===== src/core/tx_coding_consts.vh =====
// Register map, field positions, reset values and coding constants
`ifndef TX_CODING_CONSTS_VH
`define TX_CODING_CONSTS_VH

// Register addresses
`define ADDR_MOD_FIRST      5'h00
`define ADDR_MOD_SECOND     5'h01
`define ADDR_DEVIATION      5'h02
`define ADDR_PACKET_CTRL    5'h03
`define ADDR_PA_CTRL        5'h04
`define ADDR_STATUS         5'h05
`define ADDR_POWER_HI       2'h1

// Field positions
`define MF_MOD_LO           0
`define MF_MOD_HI           1
`define MF_BT               2
`define MF_CW               3
`define MF_REXP_LO          4
`define MF_REXP_HI          7
`define DV_MANT_LO          0
`define DV_MANT_HI          2
`define DV_EXP_LO           3
`define DV_EXP_HI           6
`define PC_CRC_LO           0
`define PC_CRC_HI           2
`define PC_WHIT             3
`define PC_FEC              4
`define PA_TOP_LO           0
`define PA_TOP_HI           2
`define PA_RAMP             3

// Reset values
`define RST_MOD_FIRST       8'h00
`define RST_MOD_SECOND      8'h00
`define RST_DEVIATION       8'h00
`define RST_PACKET_CTRL     8'h00
`define RST_PA_CTRL         8'h07
`define RST_POWER           7'h00

// Modulation select codes
`define MOD_FSK             2'h0
`define MOD_GFSK            2'h1
`define MOD_AMPL            2'h2
`define MOD_MSK             2'h3

// CRC polynomials, left aligned
`define CRC_POLY_8          24'h07_0000
`define CRC_POLY_16A        24'h80_0500
`define CRC_POLY_16B        24'h10_2100
`define CRC_POLY_24         24'h86_4cfb
`define CRC_INIT            24'h00_0000

`define WHIT_INIT           9'h1ff
`define RATE_BASE           9'h100
`define SUB_LAST            3'h7

`endif


===== src/core/tx_coding_chain.v =====
// Transmit modulation control and packet coding chain
`timescale 1ns/1ps
`default_nettype none
`include "tx_coding_consts.vh"

// Summary of operation
// RL1 - Modulation select 0 gives 2-FSK, 1 gives GFSK.
// RL2 - Select 2 gives ASK with power ramping on, OOK with it off.
// RL3 - FSK deviation word floor((8+mantissa)*2^(exponent-1)) over 2^18.
// RL4 - Host keeps deviation mantissa 3 bits and exponent within 0 to 9.
// RL5 - GFSK shaping BT selects 1 or 0.5 from one field.
// RL6 - MSK forces deviation to a quarter of the data rate.
// RL7 - OOK sends one at the top table entry, zero at entry 0.
// RL8 - ASK ramps power up for one, down for zero, eighth-symbol steps.
// RL9 - ASK holds top entry on repeated ones, entry 0 on repeated zeros.
// RL10 - Carrier-only sends a plain carrier; host keeps a test source on.
// RL11 - Symbol rate is clock*(256+mantissa)*2^exponent/2^28.
// RL12 - FEC codes payload and CRC at rate 1/2, k=4, polys 13 and 17.
// RL13 - Coded bits go through a 4x4 interleaver, rows in, columns out.
// RL14 - The FEC enable switches coding and interleaving together.
// RL15 - With FEC a termination byte returns the encoder to zero state.
// RL16 - With FEC an odd payload plus CRC count gets one filler byte.
// RL17 - Rate setting is the on-air symbol rate, so FEC doubles duration.
// RL18 - Checksum select 1 is CRC-8 0x07, 2 is CRC-16 0x8005.
// RL19 - Checksum select 3 is CRC-16 0x1021, 4 is CRC-24 0x864CFB.
// RL20 - CRC covers all fields but preamble and sync, appended at end.
// RL21 - Whitening XORs data with 9-bit all-ones seeded LFSR sequence.
// RL22 - Whitening covers all fields but preamble and sync.
// RL23 - Host should always enable whitening.
// RL24 - Top level index is a 3-bit pointer into eight power entries.
// RL25 - Whitening LFSR uses x^9+x^5+1, one step per whitened bit.
// RL26 - Order is CRC, then whitening, then FEC with interleaving.
module tx_coding_chain (
    input  wire        core_clk,
    input  wire        rst,
    input  wire [4:0]  reg_addr,
    input  wire [7:0]  reg_wdata,
    input  wire        reg_wr,
    input  wire        reg_rd,
    output reg  [7:0]  reg_rdata_q,
    input  wire        in_valid,
    input  wire [7:0]  in_data,
    input  wire        in_raw,
    input  wire        in_last,
    output reg         in_ready_q,
    output reg         tx_bit_q,
    output reg         symbol_tick_q,
    output reg  [6:0]  pa_level_q,
    output reg  [17:0] deviation_q,
    output reg  [1:0]  modulation_q,
    output reg         gaussian_q,
    output reg         gaussian_bt_q,
    output reg         carrier_only_q,
    output reg         tx_active_q
);

    localparam [3:0] S_DATA = 4'h1;
    localparam [3:0] S_CRC  = 4'h2;
    localparam [3:0] S_PAD  = 4'h4;
    localparam [3:0] S_TERM = 4'h8;

    // One CRC step per bit, MSB first, register left aligned
    function [23:0] crc_byte;
        input [23:0] c;
        input [7:0]  b;
        input [23:0] p;
        integer      i;
        reg   [23:0] r;
        begin
            r = c;
            for (i = 7; i >= 0; i = i - 1) begin
                if (b[i] ^ r[23])
                    r = {r[22:0], 1'b0} ^ p;
                else
                    r = {r[22:0], 1'b0};
            end
            crc_byte = r;
        end
    endfunction

    // Returns {next lfsr, mask byte MSB first}
    function [16:0] whit_byte;
        input [8:0] l;
        integer     i;
        reg   [8:0] r;
        reg   [7:0] m;
        begin
            r = l;
            m = 8'h00;
            for (i = 7; i >= 0; i = i - 1) begin
                m[i] = r[0];
                r = {r[4] ^ r[0], r[8:1]};
            end
            whit_byte = {r, m};
        end
    endfunction

    // Returns {next state, 16 coded bits, first in time at bit 15}
    function [18:0] conv_byte;
        input [2:0] s;
        input [7:0] b;
        integer     i;
        reg   [2:0] r;
        reg   [15:0] o;
        begin
            r = s;
            o = 16'h0000;
            for (i = 7; i >= 0; i = i - 1) begin
                o[2*i+1] = b[i] ^ r[1] ^ r[0];
                o[2*i]   = b[i] ^ r[2] ^ r[1] ^ r[0];
                r = {b[i], r[2:1]};
            end
            conv_byte = {r, o};
        end
    endfunction

    // Write rows, read columns
    function [15:0] interleave;
        input [15:0] t;
        integer      k;
        reg   [15:0] o;
        begin
            o = 16'h0000;
            for (k = 0; k < 16; k = k + 1)
                o[15-k] = t[15 - ((k % 4) * 4 + (k / 4))];
            interleave = o;
        end
    endfunction

    reg  [7:0]  mod_first_q;
    reg  [7:0]  mod_second_q;
    reg  [7:0]  dev_cfg_q;
    reg  [7:0]  pkt_ctrl_q;
    reg  [7:0]  pa_ctrl_q;
    reg  [6:0]  pwr_q [0:7];

    wire [1:0]  modulation_select  = mod_first_q[`MF_MOD_HI:`MF_MOD_LO];
    wire        gaussian_bt_select = mod_first_q[`MF_BT];
    wire        carrier_only       = mod_first_q[`MF_CW];
    wire [3:0]  rate_exponent      = mod_first_q[`MF_REXP_HI:`MF_REXP_LO];
    wire [7:0]  rate_mantissa      = mod_second_q;
    wire [2:0]  deviation_mantissa = dev_cfg_q[`DV_MANT_HI:`DV_MANT_LO];
    wire [3:0]  deviation_exponent = dev_cfg_q[`DV_EXP_HI:`DV_EXP_LO];
    wire [2:0]  crc_select         = pkt_ctrl_q[`PC_CRC_HI:`PC_CRC_LO];
    wire        whitening_enable   = pkt_ctrl_q[`PC_WHIT];
    wire        fec_enable         = pkt_ctrl_q[`PC_FEC];
    wire [2:0]  top_level_index    = pa_ctrl_q[`PA_TOP_HI:`PA_TOP_LO];
    wire        ramp_enable        = pa_ctrl_q[`PA_RAMP];

    always @(posedge core_clk) begin
        if (rst) begin
            mod_first_q  <= `RST_MOD_FIRST;
            mod_second_q <= `RST_MOD_SECOND;
            dev_cfg_q    <= `RST_DEVIATION;
            pkt_ctrl_q   <= `RST_PACKET_CTRL;
            pa_ctrl_q    <= `RST_PA_CTRL;
        end else if (reg_wr) begin
            case (reg_addr)
                `ADDR_MOD_FIRST:   mod_first_q  <= reg_wdata;
                `ADDR_MOD_SECOND:  mod_second_q <= reg_wdata;
                `ADDR_DEVIATION:   dev_cfg_q    <= reg_wdata;
                `ADDR_PACKET_CTRL: pkt_ctrl_q   <= reg_wdata;
                `ADDR_PA_CTRL:     pa_ctrl_q    <= reg_wdata;
                default: ;
            endcase
        end
    end

    genvar g;
    generate
        for (g = 0; g < 8; g = g + 1) begin : pwr_entry
            always @(posedge core_clk) begin
                if (rst)
                    pwr_q[g] <= `RST_POWER;
                else if (reg_wr && reg_addr[4:3] == `ADDR_POWER_HI &&
                         reg_addr[2:0] == g)
                    pwr_q[g] <= reg_wdata[6:0];
            end
        end
    endgenerate

    // Accumulator carries at eight times the symbol rate
    wire [23:0] rate_inc = {15'h0000, `RATE_BASE | {1'b0, rate_mantissa}}
                           << rate_exponent;                      // [RL11]
    reg  [24:0] acc_q;
    reg  [2:0]  sub_q;
    wire [25:0] acc_sum = {1'b0, acc_q} + {2'b00, rate_inc};
    wire        eighth  = acc_sum[25];
    wire        sym     = eighth && (sub_q == `SUB_LAST);        // [RL17]

    always @(posedge core_clk) begin
        if (rst) begin
            acc_q <= 25'h000_0000;
            sub_q <= 3'h0;
        end else begin
            acc_q <= acc_sum[24:0];
            if (eighth)
                sub_q <= sub_q + 3'h1;
        end
    end

    reg  [3:0]  st_q, st_d;
    reg  [1:0]  left_q, left_d;
    reg  [23:0] crc_q, crc_d;
    reg  [8:0]  lfsr_q, lfsr_d;
    reg  [2:0]  conv_q, conv_d;
    reg         par_q, par_d;
    reg  [15:0] sh_q, sh_d;
    reg  [4:0]  cnt_q, cnt_d;

    wire        take = in_valid && in_ready_q;

    reg  [23:0] crc_poly;
    reg  [1:0]  crc_len;
    always @* begin
        crc_poly = `CRC_POLY_8;
        crc_len  = 2'd0;
        case (crc_select)
            3'h1: begin crc_poly = `CRC_POLY_8;   crc_len = 2'd1; end // [RL18]
            3'h2: begin crc_poly = `CRC_POLY_16A; crc_len = 2'd2; end // [RL18]
            3'h3: begin crc_poly = `CRC_POLY_16B; crc_len = 2'd2; end // [RL19]
            3'h4: begin crc_poly = `CRC_POLY_24;  crc_len = 2'd3; end // [RL19]
            default: ;
        endcase
    end

    reg         ld, ld_crc, ld_whit, ld_code, par_flip, crc_shift, finish;
    reg  [7:0]  ld_byte, wbyte;
    reg  [16:0] wb;
    reg  [18:0] cb;

    always @* begin
        ld        = 1'b0;
        ld_byte   = 8'h00;
        ld_crc    = 1'b0;
        ld_whit   = 1'b0;
        ld_code   = 1'b0;
        par_flip  = 1'b0;
        crc_shift = 1'b0;
        st_d      = st_q;
        left_d    = left_q;
        case (st_q)
            S_DATA: begin
                if (take) begin
                    ld       = 1'b1;
                    ld_byte  = in_data;
                    ld_crc   = !in_raw;                          // [RL20]
                    ld_whit  = !in_raw && whitening_enable;      // [RL22]
                    ld_code  = !in_raw && fec_enable;            // [RL12]
                    par_flip = !in_raw;
                    if (in_last) begin
                        if (crc_len != 2'd0) begin
                            st_d   = S_CRC;                      // [RL20]
                            left_d = crc_len;
                        end else if (fec_enable)
                            st_d = (par_q ^ par_flip) ? S_PAD : S_TERM;
                    end
                end
            end
            S_CRC: begin
                if (cnt_q == 5'd0) begin
                    ld        = 1'b1;
                    ld_byte   = crc_q[23:16];
                    ld_whit   = whitening_enable;                // [RL22]
                    ld_code   = fec_enable;                      // [RL12]
                    par_flip  = 1'b1;
                    crc_shift = 1'b1;
                    left_d    = left_q - 2'd1;
                    if (left_q == 2'd1) begin
                        if (fec_enable)
                            st_d = par_q ? S_TERM : S_PAD;       // [RL16]
                        else
                            st_d = S_DATA;
                    end
                end
            end
            S_PAD: begin
                if (cnt_q == 5'd0) begin
                    ld      = 1'b1;
                    ld_whit = whitening_enable;
                    ld_code = 1'b1;                              // [RL16]
                    st_d    = S_TERM;
                end
            end
            S_TERM: begin
                if (cnt_q == 5'd0) begin
                    ld      = 1'b1;
                    ld_code = 1'b1;                              // [RL15]
                    st_d    = S_DATA;
                end
            end
            default: st_d = S_DATA;
        endcase
        finish = ld && (st_d == S_DATA) && ((st_q != S_DATA) || in_last);
    end

    // Byte through CRC, whitening, encoder and interleaver
    always @* begin
        crc_d  = crc_q;
        lfsr_d = lfsr_q;
        conv_d = conv_q;
        par_d  = par_q;
        sh_d   = sh_q;
        cnt_d  = cnt_q;
        wb     = whit_byte(lfsr_q);
        wbyte  = ld_whit ? (ld_byte ^ wb[7:0]) : ld_byte;        // [RL21]
        cb     = conv_byte(conv_q, wbyte);
        if (sym && cnt_q != 5'd0) begin
            sh_d  = {sh_q[14:0], 1'b0};
            cnt_d = cnt_q - 5'd1;
        end
        if (ld) begin
            par_d = par_q ^ par_flip;
            if (ld_crc)
                crc_d = crc_byte(crc_q, ld_byte, crc_poly);      // [RL26]
            else if (crc_shift)
                crc_d = {crc_q[15:0], 8'h00};
            if (ld_whit)
                lfsr_d = wb[16:8];                               // [RL25]
            if (ld_code) begin
                conv_d = cb[18:16];
                sh_d   = interleave(cb[15:0]);                   // [RL13]
                cnt_d  = 5'd16;                                  // [RL14]
            end else begin
                sh_d  = {wbyte, 8'h00};
                cnt_d = 5'd8;
            end
        end
        if (finish) begin
            crc_d  = `CRC_INIT;
            lfsr_d = `WHIT_INIT;                                 // [RL21]
            conv_d = 3'h0;
            par_d  = 1'b0;
        end
    end

    always @(posedge core_clk) begin
        if (rst) begin
            st_q       <= S_DATA;
            left_q     <= 2'd0;
            crc_q      <= `CRC_INIT;
            lfsr_q     <= `WHIT_INIT;
            conv_q     <= 3'h0;
            par_q      <= 1'b0;
            sh_q       <= 16'h0000;
            cnt_q      <= 5'd0;
            in_ready_q <= 1'b0;
            tx_active_q <= 1'b0;
        end else begin
            st_q       <= st_d;
            left_q     <= left_d;
            crc_q      <= crc_d;
            lfsr_q     <= lfsr_d;
            conv_q     <= conv_d;
            par_q      <= par_d;
            sh_q       <= sh_d;
            cnt_q      <= cnt_d;
            in_ready_q <= (st_d == S_DATA) && (cnt_d == 5'd0);
            // Stays up through the last symbol so its power level holds
            tx_active_q <= (st_d != S_DATA) || (cnt_d != 5'd0) ||
                           (tx_active_q && !(sym && cnt_q == 5'd0));
        end
    end

    // Bit to the modulator, one per symbol
    always @(posedge core_clk) begin
        if (rst) begin
            tx_bit_q      <= 1'b0;
            symbol_tick_q <= 1'b0;
        end else begin
            symbol_tick_q <= sym && (cnt_q != 5'd0);
            if (sym && cnt_q != 5'd0)
                tx_bit_q <= sh_q[15];
        end
    end

    // Amplitude keying ramp, one step per eighth symbol
    wire        ampl_mode = (modulation_select == `MOD_AMPL);
    wire        ask_mode  = ampl_mode && ramp_enable;            // [RL2]
    wire        ook_mode  = ampl_mode && !ramp_enable;           // [RL2]
    reg  [2:0]  ramp_q, pa_idx;

    always @(posedge core_clk) begin
        if (rst)
            ramp_q <= 3'h0;
        else if (!ask_mode || !tx_active_q)
            ramp_q <= 3'h0;
        else if (ramp_q > top_level_index)
            ramp_q <= top_level_index;
        else if (eighth) begin
            if (tx_bit_q && ramp_q != top_level_index)
                ramp_q <= ramp_q + 3'h1;                         // [RL8]
            else if (!tx_bit_q && ramp_q != 3'h0)
                ramp_q <= ramp_q - 3'h1;                         // [RL9]
        end
    end

    always @* begin
        if (!tx_active_q)
            pa_idx = 3'h0;
        else if (carrier_only)
            pa_idx = top_level_index;                            // [RL10]
        else if (ask_mode)
            pa_idx = ramp_q;                                     // [RL8]
        else if (ook_mode)
            pa_idx = tx_bit_q ? top_level_index : 3'h0;          // [RL7]
        else
            pa_idx = top_level_index;
    end

    wire [3:0]  dev_base = {1'b1, deviation_mantissa};
    wire [3:0]  dev_sh   = deviation_exponent - 4'h1;
    wire [17:0] dev_fsk  = (deviation_exponent == 4'h0) ?
                           {15'h0000, dev_base[3:1]} :
                           ({14'h0000, dev_base} << dev_sh);     // [RL3]
    wire [17:0] dev_msk  = {6'h00, rate_inc[23:12]};             // [RL6]

    always @(posedge core_clk) begin
        if (rst) begin
            pa_level_q     <= `RST_POWER;
            deviation_q    <= 18'h0_0000;
            modulation_q   <= `MOD_FSK;
            gaussian_q     <= 1'b0;
            gaussian_bt_q  <= 1'b0;
            carrier_only_q <= 1'b0;
        end else begin
            pa_level_q     <= pwr_q[pa_idx];
            modulation_q   <= modulation_select;                 // [RL1]
            gaussian_q     <= (modulation_select == `MOD_GFSK);  // [RL1]
            gaussian_bt_q  <= gaussian_bt_select;                // [RL5]
            carrier_only_q <= carrier_only;                      // [RL10]
            if (carrier_only || ampl_mode)
                deviation_q <= 18'h0_0000;
            else if (modulation_select == `MOD_MSK)
                deviation_q <= dev_msk;                          // [RL6]
            else
                deviation_q <= dev_fsk;                          // [RL3]
        end
    end

    // Register reads, data in the cycle after the strobe
    always @(posedge core_clk) begin
        if (rst || !reg_rd)
            reg_rdata_q <= 8'h00;
        else if (reg_addr[4:3] == `ADDR_POWER_HI)
            reg_rdata_q <= {1'b0, pwr_q[reg_addr[2:0]]};
        else begin
            case (reg_addr)
                `ADDR_MOD_FIRST:   reg_rdata_q <= mod_first_q;
                `ADDR_MOD_SECOND:  reg_rdata_q <= mod_second_q;
                `ADDR_DEVIATION:   reg_rdata_q <= dev_cfg_q;
                `ADDR_PACKET_CTRL: reg_rdata_q <= pkt_ctrl_q;
                `ADDR_PA_CTRL:     reg_rdata_q <= pa_ctrl_q;
                `ADDR_STATUS:
                    reg_rdata_q <= {tx_active_q, in_ready_q, par_q,
                                    1'b0, st_q};
                default:           reg_rdata_q <= 8'h00;
            endcase
        end
    end

endmodule
`default_nettype wire


===== config.mk =====
export PLATFORM = sky130hd
export DESIGN_NAME = tx_coding_chain
export DESIGN_NICKNAME = d
export VERILOG_FILES = /design/src/core/tx_coding_chain.v
export VERILOG_INCLUDE_DIRS = /design/src /design/src/core
export SDC_FILE = /design/constraint.sdc
export NUM_CORES = 1
export LEC_CHECK = 0
export BUFFER_PORTS_ARGS = -buffer_cell sky130_fd_sc_hd__buf_2
export CORE_MARGIN = 10
export CORE_UTILIZATION = 57
export DETAILED_ROUTE_END_ITERATION = 8
export PLACE_DENSITY = 0.79
export SLEW_MARGIN = 10
export SYNTH_ARGS = -nofsm -noshare
export SYNTH_HDL_FRONTEND = slang
export SYNTH_SLANG_ARGS = --single-unit

===== constraint.sdc =====
create_clock -name core_clk -period 7.95 [get_ports core_clk]
set_input_delay 0.795 -clock core_clk [delete_from_list [all_inputs] [get_ports core_clk]]
set_output_delay 0.795 -clock core_clk [all_outputs]
set_load 0.01 [all_outputs]

Word-level counts from Yosys, hierarchy flattened
Memory sizes are Yosys's and may differ from the RTL's. A register that Yosys moved wholly into a read port is not among the register bits. Cells that the tools add are included.

Bits in registers: 170. Word-level logic and storage cells: 330. Memories: 1. Bits of input ports: 28. Memory bits (writable): 56.

Memory list: pwr_q (words 8, width 7, rd ports 2, clocked after memory_dff 1, wr ports 8, line tx_coding_chain.v:135) `reg [6:0] pwr_q [0:7];`.

$lt $le $gt $ge: 1. Eq/ne operators: 34. Mux-type cells: 113. Reductions and logical operators: 69. $add $sub $neg: 7. Shifts and indexed selects: 2. Bitwise operators: 75.

Operator list (count): 2-to-1 mux 24 bit (24); bitwise XOR 24 bit (8); one-hot mux 24 bit (3 select lines) (1); 2-to-1 mux 7 bit (9); bitwise XOR 1 bit (58); 2-to-1 mux 16 bit (3); one-hot mux 8 bit (6 select lines) (1); 2-to-1 mux 4 bit (11); 2-to-1 mux 1 bit (35); 2-to-1 mux 3 bit (9); adder 25 x 24 -> 26 bit (1); 2-to-1 mux 12 bit (2); 2-to-1 mux 8 bit (3); left shift 9 x 4 -> 24 bit (1); logical AND 1 bit (23); == test 3 bit (second input constant) (6); AND reduction 2 bit (9); left shift 4 x 4 -> 18 bit (1); one-hot mux 4 bit (4 select lines) (1); one-hot mux 8 bit (2 select lines) (1); logical NOT 5 bit (3); 2-to-1 mux 5 bit (3); OR reduction 2 bit (7); == test 3 x 2 -> 1 bit (second input constant) (4); 36 further kinds (77).

Logic depth before layout (Yosys ltp)
Gate-level depths: netlist of run 1.

Word-level depth: 34. Mapped depth: 21.

Worst setup path after synthesis of run 1
No wires, ideal clock.

Path kind: flip-flop to flip-flop. From: register mod_first_q[5]. To: register sh_q[1]. Path buffers: 3. Path slack: 3.341 ns. Data required time: 7.834 ns. Arrival time: 4.492 ns. Stages on the path, launching flop included: 20. Library setup time: 0.116 ns. Path through: dfxtp_1 > buf_1 > inv_1 > o31ai_1 > nor2_1 > a21oi_1 > o22ai_1 > ha_1 > a21o_1 > a21o_1 > a21o_1 > nor3b_1 > a21o_1 > o21a_1 > o41ai_1 > or2_2 > clkbuf_1 > nand2_1 > clkbuf_1 > o211a_1.

Longest elaborated chain between the ends: 5.

Ends and longest elaborated chain: start: declaration (line tx_coding_chain.v:130) `reg [7:0] mod_first_q;`; start signal: assignment (line tx_coding_chain.v:152) `` mod_first_q <= `RST_MOD_FIRST; ``; start signal: assignment (line tx_coding_chain.v:159) `` `ADDR_MOD_FIRST: mod_first_q <= reg_wdata; ``; left shift 9 x 4 -> 24 bit (line tx_coding_chain.v:183) `` wire [23:0] rate_inc = {15'h0000, `RATE_BASE | {1'b0, rate_mantissa}} ``; adder 25 x 24 -> 26 bit (line tx_coding_chain.v:187) `wire [25:0] acc_sum = {1'b0, acc_q} + {2'b00, rate_inc};`; logical AND 1 bit (line tx_coding_chain.v:189) `` wire sym = eighth && (sub_q == `SUB_LAST); ``; logical AND 1 bit (line tx_coding_chain.v:308) `if (sym && cnt_q != 5'd0) begin`; nonzero test 2 bit (no line); end signal: assignment (line tx_coding_chain.v:345) `sh_q <= 16'h0000;`; end signal: assignment (line tx_coding_chain.v:356) `sh_q <= sh_d;`; end: declaration (line tx_coding_chain.v:208) `reg [15:0] sh_q, sh_d;`.

Every way passes these cells. A chain may end at the register's enable or synchronous reset.

Worst setup path in the final report of run 1
From: register mod_first_q[5]. To: register sh_q[2].

The elaborated chain is that of the path after synthesis.

==> run metrics, run 1 <==
run status complete, no violations; first-pass GRT wire length approximately 61 mm; Hold WC Path Type reg -> reg; input/output buffers just under 70; core area between 20000 and 25000 sq um; total power just under 0.003 W; register-to-register setup slack 3.16 ns; DR vias about 12k; Cells after Synth approximately 1.6k; Slew Viols, Final 0; commonest non-fill, non-tap cells in the layout nor2_1, dfxtp_1, nand2_1; row count 57; clk_lat worst skew 0.55 ns; iteration count of the initial detailed-routing pass 5; P_int 0.00212 W; crit-path max FO 17; ys flop type dfxtp_1; vias in the first global route 11.6k; final hold violations 0; syn_nets between 1.5k and 2k; leading area contributor after synthesis dfxtp_1; root buffer cell clkbuf_16; Initial Util 58.2%; register area share after synthesis 36.7%; grt total ovfl 0; per-cell routed wire length 19.1 microns; CTS tree built; GPL Wtd Cong about 1; post-CTS sizing 0; Fmax achieved 209 MHz; CP endpoint kind flop; synthesized flop and latch total 233; distinct cell type count after synthesis 85; Sequential Power Share 44.0%; die height 178 microns; VDD IR max 0.000159 V; Final setup viols 0; H-tree depth 1; Final nets 1708; Yosys Warn Count 0; top-area cell type share of the netlist area 24.9%; Worst EP required 8.39 ns; EDFF count, synth 56; number of nets still failing antenna checks after routing 0; Clock Sinks 233; Final period util 60.2%; reg2reg path depth 17; IO Pins 70; detailed placer's ending HPWL about 27 mm; RR Endpoint sh_q[2]$_SDFFE_PP0P_; Setup Fix Bufs, Post-CTS 0; Critical Path Source Type flop; Via density 6.12; share of cells above drive strength 1 11.0%; largest net degree at the start of global routing 72; Sequential cell area 5230 sq um; initial antenna violation count 1; Tightest Pin Transition 1.17 ns; Worst Hold End tx_bit_q$_SDFFE_PP0N_; CTS Buf Count 27; Final min period 4.79 ns; # fillers between 2k and 2.5k; P&R area growth vs syn 9.54%; Setup Crit Path Kind reg -> reg; Gate power share between 10 and 15%; area of the multi-input gates 8520 sq um; commonest non-fill, non-tap cell in the layout nor2_1; async set or reset register ratio after synthesis 0%; Mean Syn Cell Area 8.74 sq um; crit path DAT 5.23 ns; hold depth 2; Total Neg Setup Slack 0 ns; synth top area cells dfxtp_1, edfxtp_1, xnor2_1, nor2_1, mux2i_1; clock slew at reported path FFs 0.06 ns; hold bufs inserted after CTS 0; hold path start sh_q[15]$_SDFFE_PP0P_; worst reg2reg startpoint mod_first_q[5]$_SDFFE_PP0P_; LEAKAGE around 6.3 nW; 1st-iter DRT viols 1312; Die Width 178 microns; CTS Buffer Depth 3; final WL 38.0 mm; Cell Area, Synth approximately 14000 sq um; sw frac 26.8%; Worst Clk Skew around 0.0096 ns; Cell Pwr Density approximately 190 nW/um^2; Total GRT Usage between 20% and 30%; Max-slew headroom 20.9%; die footprint 31700 sq um; Clk pwr share about two fifths; max-cap violations 0; net switching power 0.000776 W; RSZ-0062 raised after global routing no; Post-route DRC 0
-- per-layer routing --
layer	global-route usage, %	vias to the layer above	part of all wire, %
li1	-	5826	-
met1	31.9	5719	42
met2	37.3	551	46
met3	4.14	76	9.0
met4	7.33	0	2.9
met5	0	-	0
-- layout make-up --
| class | instances | share of cell area [%] |
|---|---|---|
| antenna | 1 | 0.0160 |
| sequential | 233 | 33.5 |
| timing repair buffer | 84 | 2.95 |
| clock buffer | 41 | 5.20 |
| inverter | 28 | 0.674 |
| multi-input combinational | 1270 | 54.6 |
| tap | 324 | 2.60 |
| clock inverter | 9 | 0.449 |
-- Yosys cell counts (4+ instances only) --
cell type / number
a31oi_1: 11
edfxtp_1: 56
inv_1: 28
o21ai_0: 90
o211ai_1: 18
or2_2: 5
nand4_1: 9
a311oi_1: 6
buf_1: 10
o22ai_1: 17
nor2b_1: 32
nand3_1: 37
buf_2: 4
o21bai_1: 5
o211a_1: 6
a211oi_1: 32
nand2b_1: 21
xnor2_1: 102
mux4_2: 18
and3_1: 12
a21oi_1: 89
xor2_1: 39
dfxtp_1: 177
a21boi_0: 4
nand3b_1: 16
nor3b_1: 7
nor4b_1: 5
o21a_1: 8
a22oi_1: 21
and2_1: 64
or3_1: 5
nand2_1: 144
clkbuf_1: 81
a21o_1: 16
nor2_1: 209
ha_1: 34
mux2i_1: 72
mux2_2: 14
a221oi_1: 7
nor3_1: 32
-- worst max-delay path by stage --
stage | to | cells after the start | startpoint
finish | sh_q[2]$_SDFFE_PP0P_ | 17 | mod_first_q[5]$_SDFFE_PP0P_
global route | sh_q[6]$_SDFFE_PP0P_ | 17 | mod_first_q[5]$_SDFFE_PP0P_
CTS | sh_q[5]$_SDFFE_PP0P_ | 17 | mod_first_q[5]$_SDFFE_PP0P_
detailed placement | sh_q[5]$_SDFFE_PP0P_ | 17 | mod_first_q[5]$_SDFFE_PP0P_
global placement | sh_q[7]$_SDFFE_PP0P_ | 17 | mod_first_q[5]$_SDFFE_PP0P_
floorplan | sh_q[1]$_SDFFE_PP0P_ | 19 | mod_first_q[5]$_SDFFE_PP0P_
-- cells by family (layout without fill, tap and decap cells) --
kind of cell | after synthesis | after routing | synth area share (%)
simple gates | 614 | 614 | 20.8
compound gates | 366 | 366 | 16.7
flops | 233 | 233 | 36.7
xor+xnor | 149 | 149 | 9.94
buf+inv | 126 | 162 | 3.49
mux | 105 | 105 | 9.11
fa+ha+maj | 36 | 36 | 3.27
other cells | 0 | 1 | 0
-- flip-flops by register name (all words and copies together), names as in the netlist, 8 cells and up --
register / count
acc_q: 25
crc_q: 24
dev_cfg_q: 8
deviation_q: 18
lfsr_q: 9
mod_first_q: 8
mod_second_q: 8
pa_ctrl_q: 8
pkt_ctrl_q: 8
pwr_q: 56
reg_rdata_q: 8
sh_q: 16
-- critical path, stage by stage, from the launching register on --
cell,delay (ns)
dfxtp_1,0.58
inv_1,0.18
o31ai_1,0.51
nor2_1,0.08
a21oi_1,0.27
o22ai_1,0.13
ha_1,0.37
a21o_1,0.18
a21o_1,0.17
a21o_1,0.18
nor3b_1,0.13
a21o_1,0.18
o21a_1,0.19
o41ai_1,0.35
buf_4,0.22
or2_2,0.28
nand2_1,0.35
o211a_1,0.32
-- per-stage QoR --
stage,hold slack (ns),worst slack (ns),instance area (sq um),cells,util [%]
after floorplan,0.428,3.34,14200,1629,-
after global placement,0.439,3.42,14700,1939,60.1
after detailed placement,0.451,3.23,14700,1939,60.1
after CTS,0.459,3.20,15600,1989,63.7
after global routing,0.479,2.75,15600,1990,63.8
final,0.457,3.16,15600,1990,63.8
-- power groups by stage --
stage	Combinational (W)	Sequential (W)	Clock, W
6_report	0.000406	0.00127	0.00121
3_5_place_dp	0.000398	0.00130	0
4_1_cts	0.000400	0.00127	0.00123
3_3_place_gp	0.000392	0.00130	0
5_1_grt	0.000438	0.00128	0.00128
2_1_floorplan	0.000300	0.00129	0
Note: power is estimated with default switching activity, not from simulation.
==> inputs of run 2 (changes only) <==
--- a/config.mk
+++ b/config.mk
@@ -6,6 +6,7 @@
 export SDC_FILE = /design/constraint.sdc
 export NUM_CORES = 1
 export LEC_CHECK = 0
+export ABC_AREA = 1
 export BUFFER_PORTS_ARGS = -buffer_cell sky130_fd_sc_hd__buf_2
 export CORE_MARGIN = 10
 export CORE_UTILIZATION = 57
==> constraint.sdc (replaced) <==
create_clock -name core_clk -period 4.7 [get_ports core_clk]
set_input_delay 0.47 -clock core_clk [delete_from_list [all_inputs] [get_ports core_clk]]
set_output_delay 0.47 -clock core_clk [all_outputs]
set_load 0.01 [all_outputs]
==> run 2 against run 1 <==
Compared with the run above: worst setup slack lost 2.6 ns; non-clock buffer count grew 5; first-iteration DRC count grew 36%; clock skew grew 0.016 ns; utilization grew 0.46 points; clock-buffer cell count shrank 11; area after synthesis shrank 0.77%; hold slack lost 0.23 ns; routed wire length grew 3.3%; critical endpoint is now tx_active_q$_SDFF_PP0_; largest cell class unchanged; highest routed layer unchanged.
==> run metrics, run 2 <==
root buffer cell clkbuf_16; reg2reg path depth 21 (+4); input/output buffers 69 (unchanged); die footprint 31500 sq um (-0.69%); max reg flops 56 (unchanged); syn_nets 1981 (+17%); Setup Crit Path Kind reg -> reg; ys flop type dfxtp_1; total power 0.00497 W (+72%); detailed placer's ending HPWL 28.0 mm (+4.2%); largest net degree at the start of global routing 59 (-18%); crit-path max FO 21 (+4); register-to-register setup slack 0.56 ns (-2.60 ns); Cell Area, Synth 14100 sq um (-0.77%); Final setup viols 0 (unchanged); RSZ-0062 raised after global routing no; per-cell routed wire length 17.1 microns (-11%); Initial Util 58.1% (-0.11 points); Cells after Synth 1917 (+18%); Final period util 88.0% (+28 points); LEAKAGE 6.44 nW (+2.8%); clock slew at reported path FFs 0.06 ns (about the same); # fillers 2097 (+4.3%); area of the multi-input gates 7770 sq um (-8.7%); synth top area cells dfxtp_1, edfxtp_1, nand2_1, o21ai_0, nor2_1; final WL 39.2 mm (+3.3%); EDFF count, synth 56 (unchanged); 1st-iter DRT viols 1778 (+36%); Hold WC Path Type in -> reg; synth cell count leaders nand2_1, nor2_1, o21ai_0; IO Pins 70 (unchanged); Total GRT Usage 23.9% (+0.46 points); CTS tree built; H-tree depth 1 (unchanged); Total Neg Setup Slack 0 ns (unchanged); number of nets still failing antenna checks after routing 0 (unchanged); Worst EP required 5.11 ns (-3.28 ns); leading area contributor after synthesis dfxtp_1; commonest non-fill, non-tap cells in the layout nand2_1, nor2_1, o21ai_0; CP endpoint kind flop; Clock Sinks 233 (unchanged); RR Endpoint tx_active_q$_SDFF_PP0_; iteration count of the initial detailed-routing pass 6 (+1); launch point of the worst path mod_first_q[4]$_SDFFE_PP0P_; die height 177 microns (-0.35%); Cell Pwr Density 318 nW/um^2 (+71%); Slew Viols, Final 0 (unchanged); P&R area growth vs syn 10.5%; Worst Clk Skew 0.0254 ns (+0.0158 ns); CTS Buf Count 26 (-3.7%); Final nets 2018 (+18%); CTS Buffer Depth 3 (unchanged); GPL Wtd Cong 0.972 (-2.1%); Via density 5.93 (-3.0%); Fmax achieved 242 MHz (+16%); register area share after synthesis 37.0% (+0.29 points); Most flops, register pwr_q; share of cells above drive strength 1 11.5% (+0.51 points); distinct cell type count after synthesis 68 (-20%); clk_lat worst skew 0.56 ns (about the same); commonest non-fill, non-tap cell in the layout nand2_1; Tightest Pin Transition 1.10 ns (-0.0705 ns); DR vias 13.6k (+12%); hold depth 3 (+1); first-pass GRT wire length 62.8 mm (+2.6%); Largest regs pwr_q x56, acc_q x25, crc_q x24; core area 24300 sq um (-0.58%); dominant cell by count in the synthesized netlist nand2_1; Mean Syn Cell Area 7.37 sq um (-16%); Die Width 177 microns (-0.35%); grt total ovfl 0 (unchanged); Final min period 4.14 ns (-0.650 ns); top-area cell type share of the netlist area 25.1% (+0.19 points); CP endpoint tx_active_q$_SDFF_PP0_; max-cap violations 0 (unchanged); final hold violations 0 (unchanged); row count 57 (unchanged); Diodes inserted 0 (-1); initial antenna violation count 0 (-1); Post-route DRC 0 (unchanged); worst reg2reg startpoint mod_first_q[4]$_SDFFE_PP0P_; Sequential cell area 5230 sq um (about the same); synthesized flop and latch total 233 (unchanged); VDD IR max 0.000269 V (+69%); Max-slew headroom 25.7% (+4.7 points); Critical Path Source Type flop; vias in the first global route 12.7k (+9.1%); run status complete, no violations; async set or reset register ratio after synthesis 0% (unchanged); crit path DAT 4.54 ns (-0.69 ns); Yosys Warn Count 0 (unchanged)
-- run 2: metal layers --
metal	global-route usage, %	part of all wire (%)	vias up
li1	-	-	6554
met2	40.0	46	700
met3	4.16	9.7	120
met1	30.3	40	6259
met4	9.17	3.6	0
met5	0	0	-
-- run 2: per-stage QoR --
step	cell area, sq um	utilization [%]	worst slack [ns]	cells	hold WS, ns
6_report	15600	64.2	0.565	2298	0.229
5_1_grt	15600	64.2	0.00149	2298	0.236
4_1_cts	15600	64.1	0.258	2298	0.215
3_5_place_dp	14700	60.3	0.319	2250	0.450
3_3_place_gp	14700	60.3	0.473	2250	0.442
2_1_floorplan	14100	-	0.918	1917	0.421
-- run 2: final cells by class --
type / instances / share of cell area (%)
repair buffers: 89 / 3.17
clock buffers: 30 / 4.33
flip-flops and latches: 233 / 33.5
inverters: 209 / 5.07
well taps: 324 / 2.60
clock inverters: 18 / 1.57
multi-input cells: 1395 / 49.8
-- run 2: kinds of logic (layout without fill, tap and decap cells) --
family                     after synthesis  in the layout  share of synthesized area, %
and+or+nand+nor                        735            735                          23.2
AOI/OAI and AO/OA                      525            525                          21.7
buffers and inverters                  289            346                          8.09
DFF                                    233            233                          37.0
xor gates and xnor gates                99             99                          6.69
adders and majority gates               36             36                          3.29
-- run 2: worst min path at each step --
stage	startpoint	to	slack [ns]
final	reg_wdata[7]	dev_cfg_q[7]$_SDFFE_PP0P_	0.23
after global placement	sub_q[0]$_SDFFE_PP0N_	sub_q[0]$_SDFFE_PP0N_	0.44
after detailed placement	sub_q[0]$_SDFFE_PP0N_	sub_q[0]$_SDFFE_PP0N_	0.45
after floorplan	mod_first_q[2]$_SDFFE_PP0P_	gaussian_bt_q$_SDFF_PP0_	0.42
after global routing	reg_wdata[7]	dev_cfg_q[7]$_SDFFE_PP0P_	0.24
after CTS	reg_wdata[7]	dev_cfg_q[7]$_SDFFE_PP0P_	0.22
-- run 2: what timing repair did --
| action | 4_1_cts | 5_1_grt |
|---|---|---|
| buffers inserted | 0 | 0 |
| hold endpoints to repair | 0 | 0 |
| resized for setup | 0 | 7 |
| setup endpoints to repair | 0 | 24 |
| hold buffers | 0 | 0 |
-- run 2: worst max-delay path, stage by stage (launching register included) --
cell	delay (ns)
dfxtp_2	0.52
o21ai_0	0.18
o21ai_0	0.24
nand2_1	0.07
o21ai_0	0.14
nor2_1	0.09
ha_1	0.32
inv_1	0.07
nor3_1	0.19
a211oi_1	0.09
o21ai_0	0.29
a21boi_0	0.18
inv_1	0.12
nand2_1	0.06
nand2_1	0.22
nand3_2	0.24
nor4_1	0.29
o21ai_0	0.12
a21oi_1	0.21
nand4_1	0.15
a21oi_1	0.14
nor2_1	0.05
-- run 2: power breakdown --
part / switching, W / leakage, nW / total [W] / internal (W)
Clock: 0.000870 / 0.453 / 0.00219 / 0.00132
Sequential: 0.0000419 / 1.97 / 0.00216 / 0.00212
Combinational: 0.000427 / 4.02 / 0.000621 / 0.000194
==> inputs of run 3 (changes only) <==
--- a/config.mk
+++ b/config.mk
@@ -11,7 +11,8 @@
 export CORE_MARGIN = 10
 export CORE_UTILIZATION = 57
 export DETAILED_ROUTE_END_ITERATION = 8
-export PLACE_DENSITY = 0.79
+export PLACE_DENSITY = 0.75
+export SETUP_SLACK_MARGIN = 0.3
 export SLEW_MARGIN = 10
 export SYNTH_ARGS = -nofsm -noshare
 export SYNTH_HDL_FRONTEND = slang
==> run 3 against run 2 <==
Compared with the run above: register-to-register slack improved by 0.13 ns; clock power fell by 6%; global-route usage rose by 0.54 points; maximum frequency rose by 3.3%; critical path depth did not move; hold slack improved by 0.0030 ns; sequential share of layout area rose by 0.081 points; critical endpoint is now sh_q[5]$_SDFFE_PP0P_.
==> run metrics, run 3 (synthesis gave the netlist of run 2 again) <==
detailed placer's ending HPWL 28.6 mm (+2.2%); hold bufs inserted after CTS 0 (unchanged); vias in the first global route 12.6k (-0.60%); run status complete, no violations; final WL 39.7 mm (+1.2%); share of cells above drive strength 1 11.5% (+0.045 points); Final nets 2020 (+0.099%); per-cell routed wire length 17.3 microns (+1.1%); die height 177 microns (unchanged); iteration count of the initial detailed-routing pass 6 (unchanged); delay-heaviest family, CP compound AO/OA/AOI/OAI gates; Sequential cell area 5230 sq um (unchanged); commonest non-fill, non-tap cells in the layout nand2_1, nor2_1, o21ai_0; Placed Cells 2252 (+0.089%); Largest regs pwr_q x56, acc_q x25, crc_q x24; Diodes inserted 0 (unchanged); 1st-iter DRT viols 1418 (-20%); crit-path max FO 12 (-43%); Final setup viols 0 (unchanged); Total GRT Usage 24.5% (+0.54 points); CTS tree built; initial antenna violation count 0 (unchanged); GPL Wtd Cong 0.949 (-2.4%); crit-path cells buf_4 -> nand2_1 -> o21ai_0 -> o21ai_0 -> nand2_1 -> o21ai_0 -> nor2_1 -> ha_1 -> inv_1 -> nor3_1 -> a211oi_1 -> o21ai_0 -> a21boi_0 -> inv_1 -> nand2_1 -> nand2_1 -> nand3_2 -> nand2_1 -> inv_1 -> a221oi_1 -> a211oi_1; hold depth 3 (unchanged); area of the multi-input gates 7780 sq um (about the same); DR vias 13.5k (-0.89%); max reg flops 56 (unchanged); placed instance area 14700 sq um (+0.10%); WP buf/inv 4 (+2); final hold violations 0 (unchanged); hold path start reg_wdata[7]; CTS Buf Count 26 (unchanged); Final min period 4.00 ns (-0.132 ns); commonest non-fill, non-tap cell in the layout nand2_1; Post-route DRC 0 (unchanged); LEAKAGE 6.42 nW (-0.22%); core area 24300 sq um (unchanged); sw frac 26.9% (about the same); input/output buffers 69 (unchanged); most used cell, CP nand2_1; H-tree depth 1 (unchanged); Hold WC Path Type in -> reg; Worst Clk Skew 0.0254 ns (+0.0000356 ns); Slew Viols, Final 0 (unchanged); Final period util 85.2% (-2.8 points); Setup Fix Bufs, Post-CTS 0 (unchanged); Gate power share 12.8% (+0.3 points); crit path DAT 4.41 ns (-0.13 ns); Sequential Power Share 44.7% (+1.2 points); Clock Sinks 233 (unchanged); clk_lat worst skew 0.55 ns (about the same); reg2reg path depth 21 (unchanged); Fmax achieved 250 MHz (+3.3%); first-pass GRT wire length 63.8 mm (+1.6%); P&R area growth vs syn 10.3%; Tightest Pin Transition 1.05 ns (-0.0491 ns); row count 57 (unchanged); root buffer cell clkbuf_16; Finished Layout Cells 2299 (+0.044%); CP max stage delay 0.37 ns (-0.15 ns); Slowest-stage cell, CP dfxtp_2; fin area 15600 sq um (-0.24%); net switching power 0.00130 W (-2.6%); max-cap violations 0 (unchanged); post-CTS sizing 0 (unchanged); die footprint 31500 sq um (unchanged); Most flops, register pwr_q; Setup Crit Path Kind reg -> reg; worst reg2reg startpoint mod_first_q[4]$_SDFFE_PP0P_; Cell Pwr Density 311 nW/um^2 (-2.4%); Critical Path Source Type flop; Via density 5.88 (-0.93%); P_int 0.00354 W (-2.6%); Total Neg Setup Slack 0 ns (unchanged); Worst Hold End dev_cfg_q[7]$_SDFFE_PP0P_; CP endpoint kind flop; clock slew at reported path FFs 0.06 ns (about the same); # fillers 2209 (+5.3%); RSZ-0062 raised after global routing yes; grt total ovfl 0 (unchanged); Clk pwr share 42.5% (-1.5 points); VDD IR max 0.000461 V (+71%); largest net degree at the start of global routing 39 (-34%); RR Endpoint sh_q[5]$_SDFFE_PP0P_; CTS Buffer Depth 3 (unchanged); IO Pins 70 (unchanged); register-to-register setup slack 0.70 ns (+0.13 ns); Die Width 177 microns (unchanged); Initial Util 58.1% (unchanged); Worst EP required 5.10 ns (about the same); Max-slew headroom 29.0% (+3.3 points); number of nets still failing antenna checks after routing 0 (unchanged)
-- run 3: worst register-to-register path: cells and delay by family, from the launching register on --
kind	cells	cell delay (ns)
flip-flops	1	0.37
AND/OR/NAND/NOR	8	1.18
adder cells (fa/ha/maj)	1	0.32
buffers and inverters	4	0.55
AO/OA/AOI/OAI	8	1.44
-- run 3: layer usage --
metal,track usage [%],wire length (microns),vias to the layer above
met3,5.01,3450,109
met5,0,0,-
li1,-,-,6549
met2,40.2,18400,607
met4,9.34,1400,0
met1,31.0,16400,6247
-- run 3: how the worst max path moves through the flow --
stage,from,depth (start not counted),end,slack (ns)
floorplan,mod_first_q[6]$_SDFFE_PP0P_,23,acc_q[24]$_SDFF_PP0_,0.92
global placement,mod_first_q[4]$_SDFFE_PP0P_,20,tx_active_q$_SDFF_PP0_,0.65
detailed placement,mod_first_q[5]$_SDFFE_PP0P_,22,tx_active_q$_SDFF_PP0_,0.54
CTS,mod_first_q[5]$_SDFFE_PP0P_,22,tx_active_q$_SDFF_PP0_,0.51
global route,mod_first_q[4]$_SDFFE_PP0P_,20,tx_active_q$_SDFF_PP0_,0.19
finish,mod_first_q[4]$_SDFFE_PP0P_,21,sh_q[5]$_SDFFE_PP0P_,0.70
-- run 3: final cells by class --
type / instances / area share [%]
multi-input cells: 1395 / 49.9
flip-flops and latches: 233 / 33.6
inverters: 209 / 5.08
clock buffers: 37 / 4.84
repair buffers: 91 / 3.28
well taps: 324 / 2.60
clock inverters: 10 / 0.691
-- run 3: power groups by stage --
stage | clock network (W) | registers, W | logic, W
6_report | 0.00206 | 0.00216 | 0.000621
5_1_grt | 0.00215 | 0.00217 | 0.000689
4_1_cts | 0.00208 | 0.00216 | 0.000610
3_5_place_dp | 0 | 0.00220 | 0.000607
3_3_place_gp | 0 | 0.00220 | 0.000597
2_1_floorplan | 0 | 0.00220 | 0.000439
-- run 3: per-stage QoR --
stage	total power, W	hold WS (ns)	worst slack (ns)	util [%]
2_1_floorplan	0.00263	0.421	0.918	-
3_3_place_gp	0.00280	0.446	0.647	60.4
3_5_place_dp	0.00281	0.455	0.535	60.4
4_1_cts	0.00486	0.222	0.507	64.0
5_1_grt	0.00501	0.241	0.189	64.1
6_report	0.00484	0.232	0.696	64.1
